[src/hw/mics_pkg.sv]
/*
  shared constants and carrier types for the main interrupt and
  shutdown/clock control block.
  assumes a 50 MHz system clock and a 32-bit avalon-mm register bus.
*/
package mics_pkg;

  // register indices; byte address is four times the index
  localparam logic [15:0] IDX_SRC_A  = 16'hffe0;
  localparam logic [15:0] IDX_SRC_B  = 16'hffe1;
  localparam logic [15:0] IDX_MSK_A  = 16'hffe2;
  localparam logic [15:0] IDX_MSK_B  = 16'hffe3;
  localparam logic [15:0] IDX_CTL    = 16'hffe9;
  localparam logic [15:0] IDX_UNLOCK = 16'hffea;

  localparam int ADDR_W = 18;

  // writable (non-reserved) mask bits
  localparam logic [7:0] MSK_A_WR  = 8'h3f;
  localparam logic [7:0] MSK_B_WR  = 8'h7d;
  localparam logic [7:0] MSK_RESET = 8'h00;
  localparam logic [7:0] CTL_RESET = 8'h00;

  // source bit positions
  localparam int A_JIT  = 5;
  localparam int A_EXTC = 4;
  localparam int A_EXTB = 3;
  localparam int A_TXE  = 2;
  localparam int A_RXE  = 1;
  localparam int A_RXF  = 0;
  localparam int B_P1C  = 6;
  localparam int B_P1B  = 5;
  localparam int B_P1A  = 4;
  localparam int B_MS   = 3;
  localparam int B_SIO  = 2;
  localparam int B_EXTA = 0;

  // shutdown delay window
  localparam longint CLK_MHZ     = 50;
  localparam longint SHUT_MIN_NS = 3560000;
  localparam longint SHUT_MAX_NS = 7120000;
  localparam longint SHUT_MIN_CYCLES = (SHUT_MIN_NS * CLK_MHZ + 999) / 1000;
  localparam longint SHUT_MAX_CYCLES = (SHUT_MAX_NS * CLK_MHZ) / 1000;
  localparam int SHUT_CNT_W = 20;

  // processor clock synthesis: code 0 is the top rate, each step halves
  localparam logic [26:0] CLK_HZ     = 27'h2faf080;
  localparam logic [26:0] CPU_TOP_HZ = 27'h08ca000;
  localparam logic [2:0]  RATE_TOP   = 3'h0;

  typedef struct packed {
    logic shut;
    logic auto_speedup;
    logic [2:0] rsvd;
    logic [2:0] rate;
  } mics_ctl_t;

  typedef struct packed {
    logic tx_half_empty;
    logic rx_full;
    logic tx_empty;
    logic rx_error;
    logic rx_half_full;
  } mics_dch_t;

  typedef enum {
    UNLK_IDLE,
    UNLK_KEY1,
    UNLK_CTL1,
    UNLK_KEY2
  } mics_unlk_t;

endpackage

[src/hw/mics_top.sv]
/*
  main interrupt aggregation, timed shutdown request and processor
  clock rate control, with an avalon-mm register slave.
  assumes source units on the same clock deliver pending levels and
  clear-on-read strobes; external irq pins are asynchronous.
*/
// How it works
// - any source a bit drives line a low
// - any source b bit drives line b low
// - source bit is pending and mask, except the a5 noise term; masks reset zero
// - reserved source and mask bits read zero
// - bit a5 ors gated jitter and noise terms
// - pin c edge sets a4; status read clears
// - pin b edge sets a3; status read clears
// - a2 is tx empty, half-empty when double buffered
// - a1 is receive parity, crc or overflow error
// - a0 is receive buffer holding code words
// - b6 follows port1 pins 7 to 4 event
// - b5 follows port1 pins 3 and 2 event
// - b4 follows port1 pins 1 and 0 event
// - b3 ors the four marker/sync sources
// - b2 ors the two serial port sources
// - pin a edge sets b0; status read clears
// - control writes need unlock; reads always allowed
// - shut bit starts or restarts delay; zero halts
// - unmasked irq aborts shutdown; exit clears bit
// - auto speedup raises processor clock to top
// - rate field picks clock; loaded by write, cleared by speedup
// - unlock, control, unlock, data; other access aborts
// - code zero is top rate, each step halves
`timescale 1ns/1ps
`default_nettype none

module mics_top #(
  parameter int unsigned SHUT_DELAY_CYCLES = 32'(mics_pkg::SHUT_MIN_CYCLES)
) (
  input  wire logic                        REF_CLK_I,
  input  wire logic                        SYS_RST_I,
  // avalon-mm slave
  input  wire logic [mics_pkg::ADDR_W-1:0] AVS_ADDRESS_I,
  input  wire logic                        AVS_READ_I,
  input  wire logic                        AVS_WRITE_I,
  input  wire logic [3:0]                  AVS_BYTEENABLE_I,
  input  wire logic [31:0]                 AVS_WRITEDATA_I,
  output logic [31:0]                      AVS_READDATA_O,
  output logic                             AVS_WAITREQUEST_O,
  // asynchronous external interrupt pins a, b, c
  input  wire logic [2:0]                  EXTERNAL_IRQ_PIN_I,
  // clear-on-read strobes of the external irq status registers
  input  wire logic [2:0]                  EXTERNAL_IRQ_STATUS_RD_I,
  // pending levels from the source units
  input  wire logic                        JITTER_STATUS_I,
  input  wire logic                        NOISE_STATUS_I,
  input  wire logic                        NOISE_MASK_I,
  input  wire mics_pkg::mics_dch_t         DCH_BUFFER_STATUS_I,
  input  wire logic                        DOUBLE_BUFFER_MODE_I,
  input  wire logic [2:0]                  PORT1_GROUP_IRQ_I,
  input  wire logic [3:0]                  MARKER_SYNC_IRQ_I,
  input  wire logic [1:0]                  SERIAL_PORT_IRQ_I,
  // processor side
  output logic                             CPU_IRQ_LINE_A_N_O,
  output logic                             CPU_IRQ_LINE_B_N_O,
  output logic                             SHUTDOWN_O,
  output logic [2:0]                       CPU_CLK_RATE_O,
  output logic                             PROCESSOR_CLOCK_EN_O
);

  function automatic logic idx_hit(input logic [15:0] idx,
                                   input logic [15:0] want);
    idx_hit = (idx == want);
  endfunction

  // ------------------------------------------------------------------
  // bus decode
  // ------------------------------------------------------------------
  logic [15:0]         word_idx;
  logic                bus_req;
  logic                bus_done;
  logic                wr_done;
  logic                rd_done;
  logic                lane0;
  logic                hit_src_a;
  logic                hit_src_b;
  logic                hit_msk_a;
  logic                hit_msk_b;
  logic                hit_ctl;
  logic                hit_unlock;
  logic [7:0]          rd_byte;

  assign word_idx   = AVS_ADDRESS_I[mics_pkg::ADDR_W-1:2];
  assign bus_req    = AVS_READ_I | AVS_WRITE_I;
  // the request completes at the edge that samples waitrequest low
  assign bus_done   = bus_req & ~AVS_WAITREQUEST_O;
  assign wr_done    = AVS_WRITE_I & ~AVS_WAITREQUEST_O;
  assign rd_done    = AVS_READ_I & ~AVS_WAITREQUEST_O;
  assign lane0      = AVS_BYTEENABLE_I[0];
  assign hit_src_a  = idx_hit(word_idx, mics_pkg::IDX_SRC_A);
  assign hit_src_b  = idx_hit(word_idx, mics_pkg::IDX_SRC_B);
  assign hit_msk_a  = idx_hit(word_idx, mics_pkg::IDX_MSK_A);
  assign hit_msk_b  = idx_hit(word_idx, mics_pkg::IDX_MSK_B);
  assign hit_ctl    = idx_hit(word_idx, mics_pkg::IDX_CTL);
  assign hit_unlock = idx_hit(word_idx, mics_pkg::IDX_UNLOCK);

  // ------------------------------------------------------------------
  // external irq pins: synchronise, detect any change, hold pending
  // ------------------------------------------------------------------
  logic [2:0] pin_meta;
  logic [2:0] pin_sync;
  logic [2:0] pin_last;
  logic [2:0] ext_pend;

  genvar g;
  generate
    for (g = 0; g < 3; g++)
    begin : g_ext
      logic pin_edge;
      assign pin_edge = pin_sync[g] ^ pin_last[g];

      always_ff @(posedge REF_CLK_I or posedge SYS_RST_I)
      begin
        if (SYS_RST_I)
        begin
          pin_meta[g] <= 1'b0;
          pin_sync[g] <= 1'b0;
          pin_last[g] <= 1'b0;
          ext_pend[g] <= 1'b0;
        end
        else
        begin
          pin_meta[g] <= EXTERNAL_IRQ_PIN_I[g];
          pin_sync[g] <= pin_meta[g];
          pin_last[g] <= pin_sync[g];
          // a change in the clearing cycle is kept: set wins
          if (pin_edge)
            ext_pend[g] <= 1'b1;
          else if (EXTERNAL_IRQ_STATUS_RD_I[g])
            ext_pend[g] <= 1'b0;
        end
      end
    end
  endgenerate

  // ------------------------------------------------------------------
  // mask registers and source composition
  // ------------------------------------------------------------------
  logic [7:0] mask_a;
  logic [7:0] mask_b;
  logic [7:0] pend_a;
  logic [7:0] pend_b;
  logic [7:0] next_source_a;
  logic [7:0] next_source_b;
  logic [7:0] source_a;
  logic [7:0] source_b;
  logic       noise_term;
  logic       irq_any;

  // the noise term has its own mask in the noise unit, so it bypasses
  // the main mask; jitter is cleared there when noise control is read
  assign noise_term = NOISE_STATUS_I & NOISE_MASK_I;

  always_comb
  begin
    pend_a = 8'h00;
    pend_a[mics_pkg::A_JIT]  = JITTER_STATUS_I;
    pend_a[mics_pkg::A_EXTC] = ext_pend[2];
    pend_a[mics_pkg::A_EXTB] = ext_pend[1];
    pend_a[mics_pkg::A_TXE]  = DCH_BUFFER_STATUS_I.tx_empty |
                               (DOUBLE_BUFFER_MODE_I &
                                DCH_BUFFER_STATUS_I.tx_half_empty);
    pend_a[mics_pkg::A_RXE]  = DCH_BUFFER_STATUS_I.rx_error;
    pend_a[mics_pkg::A_RXF]  = DCH_BUFFER_STATUS_I.rx_half_full |
                               (DOUBLE_BUFFER_MODE_I &
                                DCH_BUFFER_STATUS_I.rx_full);
    pend_b = 8'h00;
    pend_b[mics_pkg::B_P1C]  = PORT1_GROUP_IRQ_I[2];
    pend_b[mics_pkg::B_P1B]  = PORT1_GROUP_IRQ_I[1];
    pend_b[mics_pkg::B_P1A]  = PORT1_GROUP_IRQ_I[0];
    pend_b[mics_pkg::B_MS]   = |MARKER_SYNC_IRQ_I;
    pend_b[mics_pkg::B_SIO]  = |SERIAL_PORT_IRQ_I;
    pend_b[mics_pkg::B_EXTA] = ext_pend[0];
  end

  // reserved positions carry no pending and no mask, so read zero
  assign next_source_a = ((pend_a & mask_a) |
                          ({7'h00, noise_term} << mics_pkg::A_JIT)) &
                         mics_pkg::MSK_A_WR;
  assign next_source_b = pend_b & mask_b &
                         mics_pkg::MSK_B_WR;
  assign irq_any = (|source_a) | (|source_b);

  always_ff @(posedge REF_CLK_I or posedge SYS_RST_I)
  begin
    if (SYS_RST_I)
    begin
      mask_a <= mics_pkg::MSK_RESET;
      mask_b <= mics_pkg::MSK_RESET;
    end
    else if (wr_done & lane0)
    begin
      if (hit_msk_a)
        mask_a <= AVS_WRITEDATA_I[7:0] & mics_pkg::MSK_A_WR;
      if (hit_msk_b)
        mask_b <= AVS_WRITEDATA_I[7:0] & mics_pkg::MSK_B_WR;
    end
  end

  // sources are rebuilt every cycle; bus writes never reach them
  always_ff @(posedge REF_CLK_I or posedge SYS_RST_I)
  begin
    if (SYS_RST_I)
    begin
      source_a           <= 8'h00;
      source_b           <= 8'h00;
      CPU_IRQ_LINE_A_N_O <= 1'b1;
      CPU_IRQ_LINE_B_N_O <= 1'b1;
    end
    else
    begin
      source_a           <= next_source_a;
      source_b           <= next_source_b;
      CPU_IRQ_LINE_A_N_O <= ~(|next_source_a);
      CPU_IRQ_LINE_B_N_O <= ~(|next_source_b);
    end
  end

  // ------------------------------------------------------------------
  // protected control register
  // ------------------------------------------------------------------
  mics_pkg::mics_unlk_t unlk;
  mics_pkg::mics_unlk_t next_unlk;
  mics_pkg::mics_ctl_t  ctl;
  logic                 ctl_commit;
  logic                 wr_unlock;
  logic                 wr_ctl;

  assign wr_unlock  = wr_done & hit_unlock;
  assign wr_ctl     = wr_done & hit_ctl;
  assign ctl_commit = (unlk == mics_pkg::UNLK_KEY2) & wr_ctl &
                      lane0;

  // any completed access that does not continue the key sequence
  // drops back; a fresh unlock write always restarts it
  always_comb
  begin
    next_unlk = unlk;
    if (bus_done)
    begin
      case (unlk)
        mics_pkg::UNLK_IDLE:
          next_unlk = wr_unlock ? mics_pkg::UNLK_KEY1
                                : mics_pkg::UNLK_IDLE;
        mics_pkg::UNLK_KEY1:
          next_unlk = wr_ctl ? mics_pkg::UNLK_CTL1
                    : (wr_unlock ? mics_pkg::UNLK_KEY1
                                 : mics_pkg::UNLK_IDLE);
        mics_pkg::UNLK_CTL1:
          next_unlk = wr_unlock ? mics_pkg::UNLK_KEY2
                                : mics_pkg::UNLK_IDLE;
        mics_pkg::UNLK_KEY2:
          next_unlk = wr_unlock ? mics_pkg::UNLK_KEY1
                                : mics_pkg::UNLK_IDLE;
        default:
          next_unlk = mics_pkg::UNLK_IDLE;
      endcase
    end
  end

  always_ff @(posedge REF_CLK_I or posedge SYS_RST_I)
  begin
    if (SYS_RST_I)
      unlk <= mics_pkg::UNLK_IDLE;
    else
      unlk <= next_unlk;
  end

  // ------------------------------------------------------------------
  // shutdown timer
  // ------------------------------------------------------------------
  localparam logic [mics_pkg::SHUT_CNT_W-1:0] SHUT_LOAD =
    mics_pkg::SHUT_CNT_W'(SHUT_DELAY_CYCLES);
  localparam logic [mics_pkg::SHUT_CNT_W-1:0] CNT_ONE =
    mics_pkg::SHUT_CNT_W'(1);

  logic [mics_pkg::SHUT_CNT_W-1:0] shut_cnt;
  logic                            shut_expire;

  assign shut_expire = ctl.shut & ~SHUTDOWN_O & (shut_cnt == CNT_ONE);

  // an unmasked interrupt beats a same-cycle write of the shut bit,
  // so software cannot enter shutdown over a pending interrupt
  always_ff @(posedge REF_CLK_I or posedge SYS_RST_I)
  begin
    if (SYS_RST_I)
    begin
      ctl        <= mics_pkg::CTL_RESET;
      shut_cnt   <= '0;
      SHUTDOWN_O <= 1'b0;
    end
    else
    begin
      if (ctl_commit)
      begin
        ctl.shut         <= AVS_WRITEDATA_I[7];
        ctl.auto_speedup <= AVS_WRITEDATA_I[6];
        ctl.rate         <= AVS_WRITEDATA_I[2:0];
        shut_cnt         <= SHUT_LOAD;
      end
      else if (shut_cnt != '0)
        shut_cnt <= shut_cnt - CNT_ONE;
      if (shut_expire)
        SHUTDOWN_O <= 1'b1;
      if (irq_any)
      begin
        ctl.shut   <= 1'b0;
        SHUTDOWN_O <= 1'b0;
        shut_cnt   <= '0;
        if (ctl.auto_speedup)
          ctl.rate <= mics_pkg::RATE_TOP;
      end
    end
  end

  // ------------------------------------------------------------------
  // processor clock enable: phase accumulator, top rate >> code
  // ------------------------------------------------------------------
  logic [26:0] phase;
  logic [26:0] step;
  logic [26:0] phase_sum;
  logic        phase_wrap;

  assign step       = mics_pkg::CPU_TOP_HZ >> ctl.rate;
  assign phase_sum  = phase + step;
  assign phase_wrap = phase_sum >= mics_pkg::CLK_HZ;

  // the enable is stopped while shut down; jitter is one system clock
  always_ff @(posedge REF_CLK_I or posedge SYS_RST_I)
  begin
    if (SYS_RST_I)
    begin
      phase                <= '0;
      PROCESSOR_CLOCK_EN_O <= 1'b0;
      CPU_CLK_RATE_O       <= mics_pkg::RATE_TOP;
    end
    else
    begin
      CPU_CLK_RATE_O <= ctl.rate;
      if (SHUTDOWN_O)
      begin
        phase                <= '0;
        PROCESSOR_CLOCK_EN_O <= 1'b0;
      end
      else
      begin
        phase <= phase_wrap ? phase_sum - mics_pkg::CLK_HZ
                            : phase_sum;
        PROCESSOR_CLOCK_EN_O <= phase_wrap;
      end
    end
  end

  // ------------------------------------------------------------------
  // read mux and waitrequest: one wait state per access
  // ------------------------------------------------------------------
  assign rd_byte = hit_src_a ? source_a
                 : hit_src_b ? source_b
                 : hit_msk_a ? mask_a
                 : hit_msk_b ? mask_b
                 : hit_ctl   ? {ctl.shut, ctl.auto_speedup, 3'h0,
                                ctl.rate}
                 : 8'h00;

  always_ff @(posedge REF_CLK_I or posedge SYS_RST_I)
  begin
    if (SYS_RST_I)
    begin
      AVS_WAITREQUEST_O <= 1'b1;
      AVS_READDATA_O    <= 32'h0000_0000;
    end
    else if (bus_req & AVS_WAITREQUEST_O)
    begin
      AVS_WAITREQUEST_O <= 1'b0;
      AVS_READDATA_O    <= AVS_READ_I ? {24'h00_0000, rd_byte}
                                      : 32'h0000_0000;
    end
    else
    begin
      AVS_WAITREQUEST_O <= 1'b1;
      if (rd_done)
        AVS_READDATA_O <= AVS_READDATA_O;
    end
  end

endmodule // mics_top

`default_nettype wire

[config.mk]
export PLATFORM = sky130hd
export DESIGN_NAME = mics_top
export DESIGN_NICKNAME = d
export VERILOG_FILES = /design/src/hw/mics_pkg.sv /design/src/hw/mics_top.sv
export SDC_FILE = /design/constraint.sdc
export NUM_CORES = 1
export LEC_CHECK = 0
export ABC_AREA = 1
export BUFFER_PORTS_ARGS = -buffer_cell sky130_fd_sc_hd__buf_2
export CELL_PAD_IN_SITES_DETAIL_PLACEMENT = 0
export CELL_PAD_IN_SITES_GLOBAL_PLACEMENT = 2
export CORE_AREA = 2 2 160 162
export DETAILED_ROUTE_END_ITERATION = 8
export DIE_AREA = 0 0 162 164
export GPL_TIMING_DRIVEN = 0
export PLACE_DENSITY = 0.84
export SETUP_SLACK_MARGIN = 0.2
export SLEW_MARGIN = 15
export SYNTH_ARGS = -nofsm -noshare
export SYNTH_HDL_FRONTEND = slang
export SYNTH_SLANG_ARGS = --single-unit
[constraint.sdc]
create_clock -name REF_CLK_I -period 2.72 [get_ports REF_CLK_I]
set_input_delay 0.272 -clock REF_CLK_I [delete_from_list [all_inputs] [get_ports REF_CLK_I]]
set_output_delay 0.272 -clock REF_CLK_I [all_outputs]
set_load 0.1 [all_outputs]
==> flow_summary.yaml <==
run_status:
  status: "finished, violations left"
  violations: "negative setup slack"
synth:
  ys_async_sr_fraction_pct: 100.0
  ys_top_cells_by_count: "nand2_1, inv_1, nor2_1, dfrtp_1, nand3_1"
  yosys.area.top_type: "dfrtp_1"
  synthTopCellsByArea: "dfrtp_1, nand2_1, inv_1"
  netlist_instances: 1016
  synth_area_um2: 7086
  avgSynthCellArea_um2: 6.974
  synth.ff_latch_count: 100
  synth_edf_count: 0
  synth_ff_type: "dfrtp_1"
  synth_top_cell_area_share_pct: 34.26
  synth_most_common_cell: "nand2_1"
  synth_cell_types: 50
  yosys_warnings: 0
  ys_seq_area_share_pct: 35.37
clocking:
  h-tree-depth: 3
  cts_tree: "built"
  cts_root_buf: "clkbuf_16"
  insertion_delay_ns: 0.35
  cts_buffers: 9
  clkTransAtPathRegs_ns: 0.08
  ctsLongestPathBuffers: 2
  cts_sinks: 100
detailed_routing:
  dr.pass1.iters: 4
  drc: 0
  initialDrtViolationCount: 247
  wirelength_um: 20770
  vias: 6724
  wire_per_inst_um: 13.80
  avgViaCountPerCell: 4.468
  drtAntennaViolNets: 0
placed_design:
  dp_slack_ns: -0.8771
  dpl_cell_area_um2: 8144
  gp_congestion: 0.8442
  io_buffers: 68
  dp_hpwl_um: 16430
timing:
  finalCritPeriodShare_pct: 114.4
  worst_pin_slew_ns: 0.7208
  slew_headroom_pct: 51.84
  finalClockSkew_ns: 0.01077
  post-route-min-period_ns: 3.111
  hold_viol: 0
  worst_slack_ns: -0.3910
  drv_slew: 0
  setup_tns_ns: -7.505
  rsz0062_at_grt: "yes"
  setup_violations: 21
  max_freq_ghz: 0.3214
  whs_ns: 0.02017
finish:
  drive_gt1_share_pct: 35.69
  finish.utilization_pct: 39.28
  stdcell_area_um2: 9748
  area_delta_synth_final_pct: 37.58
  fin_nets: 1282
die:
  die_h_um: 164
  fp.dieW_um: 162
  dieArea_um2: 26570
  num_io_pins: 122
  rows: 58
  core_area_um2: 24820
  initial_core_util_pct: 28.55
hold_path:
  hold_path_class: "input port to flop"
  min-delay-start: "EXTERNAL_IRQ_PIN_I[1]"
pwr:
  vdd_drop_max_v: 0.0004004
  switching_power_mw: 5.074
  p_per_area_nw_per_um2: 1058
  swShare_pct: 49.19
  leakagePower_nw: 4.990
  internal_power_mw: 5.240
  combPwrFrac_pct: 67.4
  seq_power_share_pct: 19.8
  clockPowerShare_pct: 12.8
setup_path:
  crit_fanout: 5
  path_cells: "inv_4 > ha_4 > nand2_4 > o21a_1 > ha_4 > nand2_4 > nor2_4 > nand2_2 > nand3_2 > nand2_2 > nand3b_1 > nand2_4 > nor2_4 > nand3_4 > nor2_4 > nand2_4 > nand3_4 > clkbuf_16 > nand2_2 > a21oi_2"
  crit_arrival_ns: 3.38
  reg2reg_from: "ctl[0]"
  start_kind: "flop"
  slowest_stage: "dfrtp_2"
  critPathBufInv: 2
  crit_path_max_incr_delay_ns: 0.46
  crit_start: "ctl[0]"
  cp_data_required_time_ns: 2.98
  worstSetupEndpointType: "flop"
  crit_top_cell: "nand2_4"
  critPathKind: "flop to flop"
  crit_family: "simple AND/OR/NAND/NOR gates"
global_route:
  grt_overflow_total: 0
  grt_max_degree: 32
  antenna_found_initial: 1
  grt_use_total_pct: 16.04
  grt_pass1_wl_um: 33910
  grt_pass1_vias: 6609
job:
  cap_violations: 0
[metal layers]
metal  track usage (%)  wire (um)  up-vias
met4             5.430        480        0
met5                 0          0        -
li1                  -          -     3507
met3             1.389        334       23
met2             27.31      10000       79
met1             21.48       9957     3115
[stage by stage]
| step | power [mW] | std cells |
|---|---|---|
| after floorplan | 5.874 | 1039 |
| after CTS | 9.363 | 1491 |
| final | 10.31 | 1505 |
| after global placement | 6.939 | 1437 |
| after global routing | 11.15 | 1505 |
| after detailed placement | 6.957 | 1440 |
[worst paths after layout]
kind / end / slack [ns] / cells past startpoint
max: phase[25] / -0.39 / 20
min: pin_meta[1] / 0.02 / 1
max reg2reg: phase[25] / -0.39 / 20
min reg2reg: pin_sync[2] / 0.36 / 0
max in group asynchronous: PROCESSOR_CLOCK_EN_O / 1.93 / 4
min in group asynchronous: AVS_READDATA_O[0] / 0.03 / 2
[layout by cell type, fill, tap and decap left out, types with 22 or more instances in the layout]
cell type	n
nand2_1	183
inv_1	143
dfrtp_1	94
nand2_2	86
buf_4	69
nor2_1	68
buf_2	68
nand3_1	44
o21ai_0	37
a21oi_1	32
nand4_1	29
nand2_4	28
conb_1	24
nor2_2	22
[sequential cells by signal, indices dropped and copies added (netlist names), 5 cells and up]
register,cells
source_a,6
mask_a,6
ctl,5
source_b,6
shut_cnt,20
phase,21
AVS_READDATA_O,8
mask_b,6
[worst reg2reg max path, delay by kind of cell, from the launching register on]
kind,cells,cell delay [ns]
buffers and inverters,2,0.26
adder cells (fa/ha/maj),2,0.62
AO/OA/AOI/OAI,2,0.28
flip-flops,1,0.46
AND/OR/NAND/NOR,14,1.39
[power by group through the flow]
stage	logic, mW	registers [mW]	clock network (mW)
2_1_floorplan	3.83	2.04	0
3_3_place_gp	4.92	2.02	0
3_5_place_dp	4.94	2.02	0
4_1_cts	5.97	2.02	1.37
5_1_grt	7.65	2.08	1.42
6_report	6.95	2.04	1.32
[what timing repair did]
item / CTS / global route
hold endpoints to repair: 0 / 0
pin swaps: 28 / 57
buffers inserted: 35 / 11
gates cloned: 0 / 2
hold buffers: 0 / 0
gates resized for setup: 143 / 91
setup endpoints to repair: 27 / 36
[cell type report]
cell class	count	area, um^2
Inverter	170	654.4
Buffer	37	310.3
Clock buffer	9	225.2
Antenna cell	1	2.502
Tap cell	330	412.9
Sequential cell	100	2510
Fill cell	2600	15070
Clock inverter	7	86.33
Timing Repair Buffer	119	832.0
Multi-Input combinational cell	732	4715
[kinds of logic (layout without fill, tap and decap cells)]
group                      count (synthesis)  after routing  synth area share (%)
AOI/OAI and AO/OA                        120            120                 9.712
DFF                                      100            100                 35.37
xor gates and xnor gates                  19             19                 2.349
adders and majority gates                 31             31                 5.580
muxes                                      2              2                0.3178
buffers and inverters                    207            342                 12.59
and+or+nand+nor                          536            536                 34.03
other                                      1             25               0.05292
(Power assumes the default switching activity.)
